### src/pra_params.svh
// Constants of the two-level rotating bus arbiter
`ifndef PRA_ARBITER_PARAMS_SVH
`define PRA_ARBITER_PARAMS_SVH
`define PRA_NUM_MASTERS 5
`define PRA_NUM_EXT 4
`define PRA_RING_LEN 6
`define PRA_LOW_SLOT 3'h5
`define PRA_OWN_IDX 3'h0
`define PRA_PTR_RESET 3'h0
`define PRA_TIMEOUT_CYC 5'h10
`define PRA_ONE_MASTER 5'h01
`define PRA_NO_MASTERS 5'h00
`define PRA_ALL_MASTERS 5'h1F
`endif

### src/pra_pkg.sv
// Types shared by the bus arbiter
`default_nettype none
package pra_pkg;
   // Pins that arrive from outside the clock domain
   typedef struct packed {
      logic frame_n;
      logic irdy_n;
      logic [3:0] req_n;
      logic strap;
   } pra_pins_t;
   // Found flag and master index of an arbitration winner
   typedef struct packed {
      logic found;
      logic [2:0] idx;
   } pra_pick_t;
endpackage
`default_nettype wire

### src/pra_arbiter.sv
// Two-level rotating priority arbiter for the PCI bus
// Function
// - Arbitrate among the own master and four external masters.
// - Enable the arbiter only if the select strap is low at reset.
// - When enabled, the shared chip-select pins become request inputs.
// - The low group is one slot in the high-priority rotation.
// - Each visit of the low slot moves on to the next low member.
// - A group bit of one puts a master high, zero puts it low.
// - With all masters in one group, plain round robin applies.
// - Priority is re-evaluated whenever FRAME# asserts.
// - Between re-evaluations the top pending request is granted.
// - On a busy bus a higher request preempts the active grant on the next clock.
// - After a high master's transaction the next master is top, initiator last; after a low one the own master is top.
// - A grant unused for 16 idle cycles is removed.
// - A timed-out master waits until it drops its request a clock.
// - On an idle bus a new grant comes a clock after the old drops.
// - On a busy bus one grant may replace another in one clock.
`timescale 1ns/100ps
`default_nettype none
`include "pra_params.svh"
module pra_arbiter
(
   input wire logic clk,
   input wire logic rst_n,
   input wire pra_pkg::pra_pins_t pins,
   input wire logic own_req,
   input wire logic [4:0] group_high,
   input wire logic [2:0] xbus_cs_n,
   output logic own_gnt,
   output logic [3:0] ext_gnt_n,
   output logic [3:0] shared_pin_out,
   output logic [3:0] shared_pin_oe,
   output logic arbiter_enabled
);
   import pra_pkg::*;

   // ==========================================================
   // Functions
   function automatic logic [4:0] pra_onehot(input logic [2:0] idx);
      pra_onehot = `PRA_ONE_MASTER << idx;
   endfunction

   // Scan the high ring from hp; the low slot scans low members from lp
   function automatic pra_pick_t pra_pick(input logic [4:0] req,
      input logic [4:0] hi, input logic [2:0] hp, input logic [2:0] lp);
      pra_pick_t r;
      logic [2:0] p;
      logic [2:0] q;
      r = '0;
      for (int i = 0; i < `PRA_RING_LEN; i++)
      begin
         p = 3'((int'(hp) + i) % `PRA_RING_LEN);
         if (!r.found && p != `PRA_LOW_SLOT && hi[p] && req[p])
            r = '{found: 1'b1, idx: p};
         else if (!r.found && p == `PRA_LOW_SLOT)
         begin
            for (int j = 0; j < `PRA_NUM_MASTERS; j++)
            begin
               q = 3'((int'(lp) + j) % `PRA_NUM_MASTERS);
               if (!r.found && !hi[q] && req[q])
                  r = '{found: 1'b1, idx: q};
            end
         end
      end
      pra_pick = r;
   endfunction

   // ==========================================================
   // Pin synchronisers: three stages, a change counts once 2 and 3 agree
   pra_pins_t sync1;
   pra_pins_t sync2;
   pra_pins_t sync3;
   pra_pins_t clean;
   logic arb_en;
   logic frame_prev;

   always_ff @(posedge clk)
   begin
      sync1 <= pins;
      sync2 <= sync1;
      sync3 <= sync2;
   end

   always_ff @(posedge clk)
   begin
      if (!rst_n)
         clean <= '{frame_n: 1'b1, irdy_n: 1'b1, req_n: 4'hF, strap: 1'b1};
      else
         clean <= (~(sync2 ^ sync3) & sync3) | ((sync2 ^ sync3) & clean);
   end

   // Strap is caught by the clock while reset is held
   always_ff @(posedge clk)
   begin
      if (!rst_n)
         arb_en <= ~sync3.strap & (sync2.strap == sync3.strap);
   end

   // ==========================================================
   // Arbitration state
   logic [4:0] gnt;
   logic [2:0] hi_ptr;
   logic [2:0] lo_ptr;
   logic [4:0] blocked;
   logic [4:0] to_cnt;

   wire [4:0] req_raw = {~clean.req_n, own_req};
   wire [4:0] req_eff = req_raw & ~blocked;
   // One group only means one plain ring of all masters
   wire all_same = (group_high == `PRA_NO_MASTERS) ||
                   (group_high == `PRA_ALL_MASTERS);
   wire [4:0] hi_eff = all_same ? `PRA_ALL_MASTERS : group_high;
   wire pra_pick_t win = pra_pick(req_eff, hi_eff, hi_ptr, lo_ptr);
   wire [4:0] win_vec = pra_onehot(win.idx);
   wire gnt_any = |gnt;
   wire bus_busy = ~clean.frame_n | ~clean.irdy_n;
   wire bus_idle = ~bus_busy;
   wire frame_start = frame_prev & ~clean.frame_n;
   wire [2:0] init_idx = gnt[1] ? 3'h1 : gnt[2] ? 3'h2 :
                         gnt[3] ? 3'h3 : gnt[4] ? 3'h4 : `PRA_OWN_IDX;
   wire init_hi = hi_eff[init_idx];
   wire [2:0] init_next = 3'((int'(init_idx) + 1) % `PRA_NUM_MASTERS);
   wire timeout = gnt_any && bus_idle &&
                  (to_cnt == `PRA_TIMEOUT_CYC - 5'h01);
   wire [4:0] next_gnt =
      !arb_en ? `PRA_NO_MASTERS :
      timeout ? `PRA_NO_MASTERS :
      !win.found ? `PRA_NO_MASTERS :
      (gnt == win_vec) ? gnt :
      (gnt_any && bus_idle) ? `PRA_NO_MASTERS :
      win_vec;
   // Set wins over clear: a timeout in the clearing cycle still blocks
   wire [4:0] next_blocked = (blocked & req_raw) |
                             (timeout ? gnt : `PRA_NO_MASTERS);

   always_ff @(posedge clk)
   begin
      if (!rst_n)
      begin
         gnt <= `PRA_NO_MASTERS;
         blocked <= `PRA_NO_MASTERS;
         to_cnt <= 5'h00;
         frame_prev <= 1'b1;
      end
      else
      begin
         gnt <= next_gnt;
         blocked <= next_blocked;
         frame_prev <= clean.frame_n;
         if (gnt_any && bus_idle && gnt == next_gnt)
            to_cnt <= to_cnt + 5'h01;
         else
            to_cnt <= 5'h00;
      end
   end

   // Rotation moves only at a transaction start
   always_ff @(posedge clk)
   begin
      if (!rst_n)
      begin
         hi_ptr <= `PRA_OWN_IDX;
         lo_ptr <= `PRA_PTR_RESET;
      end
      else if (frame_start && gnt_any)
      begin
         if (init_hi)
            hi_ptr <= 3'(int'(init_idx) + 1);
         else
         begin
            hi_ptr <= `PRA_OWN_IDX;
            lo_ptr <= init_next;
         end
      end
   end

   // ==========================================================
   // Outputs, all registered
   always_ff @(posedge clk)
   begin
      if (!rst_n)
      begin
         own_gnt <= 1'b0;
         ext_gnt_n <= 4'hF;
         shared_pin_out <= 4'hF;
         shared_pin_oe <= 4'h0;
         arbiter_enabled <= 1'b0;
      end
      else
      begin
         own_gnt <= next_gnt[0];
         ext_gnt_n <= ~next_gnt[4:1];
         // Chip selects only reach the pins while the arbiter is off
         shared_pin_out <= {1'b1, xbus_cs_n};
         shared_pin_oe <= arb_en ? 4'h0 : 4'h7;
         arbiter_enabled <= arb_en;
      end
   end
endmodule
`default_nettype wire

### config.mk
export PLATFORM = sky130hd
export DESIGN_NAME = pra_arbiter
export DESIGN_NICKNAME = d
export VERILOG_FILES = /design/src/pra_pkg.sv /design/src/pra_arbiter.sv
export VERILOG_INCLUDE_DIRS = /design/src
export SDC_FILE = /design/constraint.sdc
export NUM_CORES = 1
export LEC_CHECK = 0
export ABC_AREA = 0
export BUFFER_PORTS_ARGS = -buffer_cell sky130_fd_sc_hd__buf_2
export CAP_MARGIN = 15
export CELL_PAD_IN_SITES_DETAIL_PLACEMENT = 1
export CELL_PAD_IN_SITES_GLOBAL_PLACEMENT = 1
export CORE_ASPECT_RATIO = 2
export CORE_MARGIN = 1.5
export CORE_UTILIZATION = 45
export DETAILED_ROUTE_END_ITERATION = 6
export MAX_ROUTING_LAYER = met4
export PLACE_DENSITY = 0.86
export SYNTH_ARGS = -nofsm -noshare
export SYNTH_HDL_FRONTEND = slang
export SYNTH_SLANG_ARGS = --single-unit
### constraint.sdc
create_clock -name clk -period 7.15 [get_ports clk]
set_clock_uncertainty 0.2 [all_clocks]
set_input_delay 2.145 -clock clk [delete_from_list [all_inputs] [get_ports clk]]
set_output_delay 2.145 -clock clk [all_outputs]
set_load 0.02 [all_outputs]
# [Word-level counts from Yosys, hierarchy flattened]
# Cells that the tools add are included.
[classes] addsub=11 div=12 n_lt_le_gt_ge=12 eq_ne=17 shift=1 mux=149 bitwise_logic=19 n_reduce_logical=124
[ops] op="4-bit 2-to-1 mux" count=90
[ops] op="32-bit by 4-bit modulo with 32-bit output (second input constant)" count=10
[ops] op="1-bit logical AND" count=85
[ops] op="1-bit binary-select mux with 3-bit select" count=23
[ops] op="4-bit by 4-bit modulo with 32-bit output (second input constant)" count=2
[ops] op="3-bit by 4-bit less-than comparator with 1-bit output (second input constant)" count=12
[ops] op="5-bit 2-to-1 mux" count=7
[ops] op="1-bit logical NOT" count=34
[ops] op="1-bit 2-to-1 mux" count=23
[ops] op="3-bit equality test (second input constant)" count=6
[ops] op="3-bit 2-to-1 mux" count=6
[ops] op="3-bit inequality test (second input constant)" count=6
[ops] op="3-bit by 2-bit adder with 4-bit output (second input constant)" count=4
[ops] op="7-bit AND" count=2
[ops] op="3-bit by 1-bit adder with 4-bit output (second input constant)" count=3
[ops] op="3-bit by 3-bit adder with 4-bit output (second input constant)" count=3
[ops] op="5-bit AND" count=2
[ops] op="5-bit equality test" count=2
[ops] op="4-bit inverter" count=2
[ops] op="7-bit inverter" count=1
[ops] op="7-bit OR" count=1
[ops] op="7-bit XOR" count=1
[ops] op="5-bit by 1-bit adder with 5-bit output (second input constant)" count=1
[ops] op="5-bit by 4-bit equality test with 1-bit output (second input constant)" count=1
[ops] op="other kinds (12)" count=18
[word_totals] reg_bits=65 in_bits=18 elab_cells=374

# [Depth between registers and ports, before layout]
[logic_depth] depth_word=193 depth_mapped=28 depth_no_buf=24

# [Worst setup path before layout]
# OpenSTA, ideal clock, no wires.
[synth_path] kind="reg2reg" start="reg lo_ptr[0]" end="reg to_cnt[1]" arrival_ps=6282 t_required_ps=6854 slack_ps=573 stages_incl_launch_ff=29 n_path_buf=4 period_less_slack_ps=6577 cell_sequence="dfxtp_1 -> buf_6 -> buf_4 -> clkinv_1 -> ha_1 -> clkbuf_1 -> inv_1 -> ha_1 -> inv_1 -> ha_1 -> nor3_1 -> o21ai_0 -> nand2_1 -> ha_1 -> nand2b_1 -> a22oi_4 -> mux2i_1 -> a32oi_4 -> a2111oi_4 -> o41ai_1 -> a211oi_2 -> o22ai_1 -> a221o_1 -> a2111o_1 -> a211o_1 -> and3_4 -> buf_6 -> a211o_1 -> nor4b_1"
[synth_via] elab_chain_len=191 elab_cells_between_ends=242
[synth_lines] item="from (decl)" line="pra_arbiter.sv:103" text="logic [2:0] lo_ptr;"
[synth_lines] item="from (signal assigned)" line="pra_arbiter.sv:163" text="lo_ptr <= `PRA_PTR_RESET;"
[synth_lines] item="from (signal assigned)" line="pra_arbiter.sv:172" text="lo_ptr <= init_next;"
[synth_lines] item="branches (longest 181 deep; another with 32-bit by 4-bit modulo with 32-bit output)"
[synth_lines] item="4-bit 2-to-1 mux (*)" line="pra_arbiter.sv:53" text="if (!r.found && p != `PRA_LOW_SLOT && hi[p] && req[p])"
[synth_lines] item="1-bit by 3-bit << shifter with 5-bit output (no source line)"
[synth_lines] item="5-bit equality test or 5-bit 2-to-1 mux (tied branches)" line="pra_arbiter.sv:129, pra_arbiter.sv:130"
[synth_lines] item="5-bit 2-to-1 mux" line="pra_arbiter.sv:129" text="(gnt == win_vec) ? gnt :"
[synth_lines] item="5-bit 2-to-1 mux (*)" line="pra_arbiter.sv:128" text="!win.found ? `PRA_NO_MASTERS :"
[synth_lines] item="5-bit 2-to-1 mux (*)" line="pra_arbiter.sv:127" text="timeout ? `PRA_NO_MASTERS :"
[synth_lines] item="5-bit 2-to-1 mux (*)" line="pra_arbiter.sv:126" text="!arb_en ? `PRA_NO_MASTERS :"
[synth_lines] item="5-bit equality test (*)" line="pra_arbiter.sv:150" text="if (gnt_any && bus_idle && gnt == next_gnt)"
[synth_lines] item="1-bit logical AND (*)" line="pra_arbiter.sv:150"
[synth_lines] item="2-bit AND reduction (no source line) (*)"
[synth_lines] item="to (signal assigned)" line="pra_arbiter.sv:151" text="to_cnt <= to_cnt + 5'h01;"
[synth_lines] item="to (decl)" line="pra_arbiter.sv:105" text="logic [4:0] to_cnt;"
# Every way passes the cells marked *. The select of a mux whose other input is x is not followed.
# A chain may end at the register's enable or synchronous reset.

# [Final worst setup path]
[layout_path] start="in group_high[1]" end="reg to_cnt[1]"
[layout_via] elab_chain_len=193 elab_cells_between_ends=241
[layout_lines] item="from (decl)" line="pra_arbiter.sv:27" text="input wire logic [4:0] group_high,"
[layout_lines] item="5-bit equality test (no source line) or 5-bit logical NOT (tied branches)"
[layout_lines] item="1-bit logical OR" line="pra_arbiter.sv:110" text="wire all_same = (group_high == `PRA_NO_MASTERS) ||"
[layout_lines] item="5-bit 2-to-1 mux (*)" line="pra_arbiter.sv:112" text="wire [4:0] hi_eff = all_same ? `PRA_ALL_MASTERS : group_high;"
[layout_lines] item="1-bit binary-select mux with 3-bit select" line="pra_arbiter.sv:60" text="if (!r.found && !hi[q] && req[q])"
[layout_lines] item="1-bit 2-to-1 mux (not written as such)" line="pra_arbiter.sv:60"
[layout_lines] item="1-bit logical NOT" line="pra_arbiter.sv:60"
[layout_lines] item="1-bit logical AND" line="pra_arbiter.sv:60"
[layout_lines] item="4-bit 2-to-1 mux" line="pra_arbiter.sv:60"
[layout_lines] item="[177 not listed]"
[layout_lines] item="5-bit equality test or 5-bit 2-to-1 mux (tied branches)" line="pra_arbiter.sv:129, pra_arbiter.sv:130"
[layout_lines] item="5-bit 2-to-1 mux" line="pra_arbiter.sv:129"
[layout_lines] item="5-bit 2-to-1 mux (*)" line="pra_arbiter.sv:128"
[layout_lines] item="5-bit 2-to-1 mux (*)" line="pra_arbiter.sv:127"
[layout_lines] item="5-bit 2-to-1 mux (*)" line="pra_arbiter.sv:126"
[layout_lines] item="5-bit equality test (*)" line="pra_arbiter.sv:150"
[layout_lines] item="1-bit logical AND (*)" line="pra_arbiter.sv:150"
[layout_lines] item="2-bit AND reduction (no source line) (*)"
# Every way passes the cells marked *; elsewhere a longest branch is shown, timed or not. The select of a mux whose other input is x is not followed.

==> results.sh <==
export IMPL_drt_wl_total_um=24500
export IMPL_numPortBuffers=29
export IMPL_area_growth_pct=18.3
export IMPL_synth_avg_cell_area_um2=7.92
export IMPL_num_io_pins=32
export IMPL_synth_flop_cell="dfxtp_1"
export IMPL_grt_pass1_vias=7133
export IMPL_grt_total_usage=0.369
export IMPL_clockRootBuffer="clkbuf_16"
export IMPL_htreeDepth=3
export IMPL_syn_num_nets=798
export IMPL_ys_seq_elements=59
export IMPL_power_mw=2.44
export IMPL_die_h_um=165
export IMPL_yosys_warnings=0
export IMPL_async_flop_share=0
export IMPL_holdWs_ns=0.138
export IMPL_start_kind="input port"
export IMPL_drt_iter0_drc=365
export IMPL_synth_distinct_cells=106
export IMPL_die_w_um=84.1
export IMPL_cts_hold_buf=0
export IMPL_grt_antenna_before_repair=0
export IMPL_max_freq_ghz=0.141
export IMPL_fp_row_count=59
export IMPL_grt_pass1_wl_um=38700
export IMPL_synthCells=748
export IMPL_fin_nets=876
export IMPL_drive_gt1_frac=0.224
export IMPL_clockBufferDepth=2
export IMPL_timing_worst_setup_path_type="input port to flip-flop"
export IMPL_place_area_um2=6600
export IMPL_cp_slowest_cell="or3_1"
export IMPL_status="finished, final reports clean"
export IMPL_tightest_slew_ns=0.906
export IMPL_report_final_slew_viol_count=0
export IMPL_regArea_um2=1190
export IMPL_coreArea_um2=12900
export IMPL_globalRouteOverflowTotal=0
export IMPL_ys_seq_area_frac=0.201
export IMPL_crit_path_max_incr_delay_ns=0.45
export IMPL_crit_arrival_ns=7.09
export IMPL_floorplan_die_area_um2=13900
export IMPL_hp_class="flip-flop to flip-flop"
export IMPL_grt_max_degree=31
export IMPL_cp_common_cell="a211o_1"
export IMPL_finalCritPeriodShare=0.990
export IMPL_setup_viol=0
export IMPL_crit_chain="buf_2, or3_1, nor2_1, mux2i_1, a311oi_2, a2bb2oi_2, o21ai_2, nand3_1, o221ai_1, a22oi_1, a221o_1, a2111o_1, a211o_1, and3_4, a211o_1, nor4b_1"
export IMPL_drc=0
export IMPL_clock_sinks=59
export IMPL_powerDensity_nw_per_um2=348
export IMPL_path_buf_inv=1
export IMPL_path_clk_slew_ns=0.06
export IMPL_cts_made_buffers=9
export IMPL_avgRoutedWirePerCell_um=25.0
export IMPL_relSlewSlack=0.391
export IMPL_num_antenna_cells=0
export IMPL_critPathMaxFanout=9
export IMPL_power_leakage_nw=2.73
export IMPL_hold_viol_final=0
export IMPL_final_cell_area_um2=7000
export IMPL_fillers=1561
export IMPL_max_cap_violations=0
export IMPL_cp_top_family="compound AO/OA/AOI/OAI gates"
export IMPL_first_pass_iters=5
export IMPL_cts_tree="done"
export IMPL_fin_crit_ns=7.08
export IMPL_gp_congestion=1.01
export IMPL_worst_setup_path_end_kind="flip-flop"
export IMPL_ir_drop_mv=0.490
export IMPL_synth_edff_count=1
export IMPL_cp_required_ns=7.17
export IMPL_start_util=0.458
export IMPL_hpwl_um=19300
export IMPL_syn_area_um2=5920
export IMPL_vias=6526
export IMPL_multi_input_area_um2=4450
export IMPL_clk_latency_ns=0.34
export IMPL_ant_nets=0
export IMPL_detail_route_vias_per_cell=6.64
-- power breakdown --
group	switching (mW)	internal, mW	total (mW)
logic	0.974	0.657	1.63
clock network	0.168	0.239	0.407
registers	0.0431	0.359	0.403
total	1.18	1.26	2.44
-- cells in the mapped netlist (11+ instances only) --
cell type	count	area [um2]
nand3_1	17	85.1
inv_1	32	120
nand2_1	34	128
a21oi_1	48	240
nor2_1	68	255
dfxtp_1	58	1160
nor2b_1	16	100
o211ai_1	13	97.6
clkbuf_1	20	75.1
ha_1	32	400
a31oi_1	12	75.1
nor4_1	19	119
o21a_1	13	97.6
mux2i_1	16	160
o21ai_0	38	190
nor3_1	32	160
nand2b_1	20	125
o21ai_1	11	55.1
-- cell families (layout without fill, tap and decap cells) --
logic type                 count (synthesis)  in the layout  share of synthesized area
AOI/OAI and AO/OA                        260            260                      0.330
xor gates and xnor gates                  14             14                     0.0220
adders and majority gates                 32             32                     0.0676
buffers and inverters                     75            158                     0.0585
DFF                                       59             59                      0.201
muxes                                     24             24                     0.0492
other                                      2              2                    0.00127
and+or+nand+nor                          282            282                      0.270
-- routing by layer --
| layer | GRT usage | routed length [um] | vias up | part of all wire |
|---|---|---|---|---|
| li1 | - | - | 3009 | - |
| met1 | 0.343 | 8430 | 3215 | 0.34 |
| met2 | 0.700 | 13700 | 200 | 0.56 |
| met3 | 0.0457 | 753 | 102 | 0.031 |
| met4 | 0.236 | 1610 | 0 | 0.066 |
| met5 | - | 0 | - | 0 |
-- placed cells by master (no fill, tap or decap), types with 6 or more instances in the layout --
master / count
buf_2: 29
nor4_1: 15
xnor2_1: 8
o21ai_0: 38
inv_1: 32
nor3_1: 31
nand2_1: 34
nor4_4: 6
o2111ai_1: 6
nor2_1: 68
nand3_1: 17
buf_4: 76
a31oi_1: 12
a21oi_1: 48
nor2b_1: 16
and3_1: 8
ha_1: 32
o211ai_1: 13
and2_1: 10
mux2i_1: 15
nand4_1: 9
clkbuf_16: 9
nor4_2: 6
o21ai_1: 11
or3_1: 9
nand2b_1: 20
a211oi_1: 9
o31ai_1: 7
a21o_1: 8
dfxtp_1: 58
o21a_1: 13
-- cell type report --
cell class	instances	area share
Clock buffer	9	0.0322
Sequential cell	59	0.170
Inverter	35	0.0188
Clock inverter	7	0.00822
Tap cell	152	0.0272
Multi-Input combinational cell	614	0.636
Timing Repair Buffer	107	0.108
-- per-stage QoR --
stage               cells   TNS, ns  setup WS (ns)  utilization
floorplan             748         0          0.573            -
global placement      962     -1.47         -0.186        0.511
detailed placement    962     -1.68         -0.306        0.511
CTS                   978         0        0.00603        0.533
global route          983  -0.00322       -0.00322        0.542
finish                983         0         0.0717        0.542
-- worst register-to-register path, stage by stage (launching register included) --
cell and delay, ns:
dfxtp_1 0.33, inv_1 0.17, ha_1 0.20, inv_1 0.05, ha_1 0.29, inv_1 0.09
ha_1 0.20, nor3_1 0.08, or3_1 0.38, nand2_1 0.17, ha_1 0.23, nand2b_1 0.11
a22oi_4 0.29, mux2i_1 0.42, a32oi_4 0.19, buf_4 0.18, a2111oi_4 0.32, buf_4 0.21
nand2b_1 0.08, o221ai_1 0.15, a22oi_1 0.22, a221o_1 0.40, a2111o_1 0.45, a211o_1 0.33
and3_4 0.20, a211o_1 0.35, nor4b_1 0.35
-- what timing repair did --
action,CTS,global route
endpoints found under the setup margin,1,14
pin swaps,1,2
setup buffers,0,5
resized for setup,0,11
-- path summary, 6_finish.rpt --
path	from	end	depth (start not counted)	slack, ns
worst max-delay path	group_high[1]	to_cnt[1]	16	0.07
worst min-delay path	sync1[4]	sync2[4]	0	0.14
worst max register to register	lo_ptr[1]	to_cnt[1]	26	0.37
worst min register to register	sync1[4]	sync2[4]	0	0.14
Power figures use the tool's default switching activity.
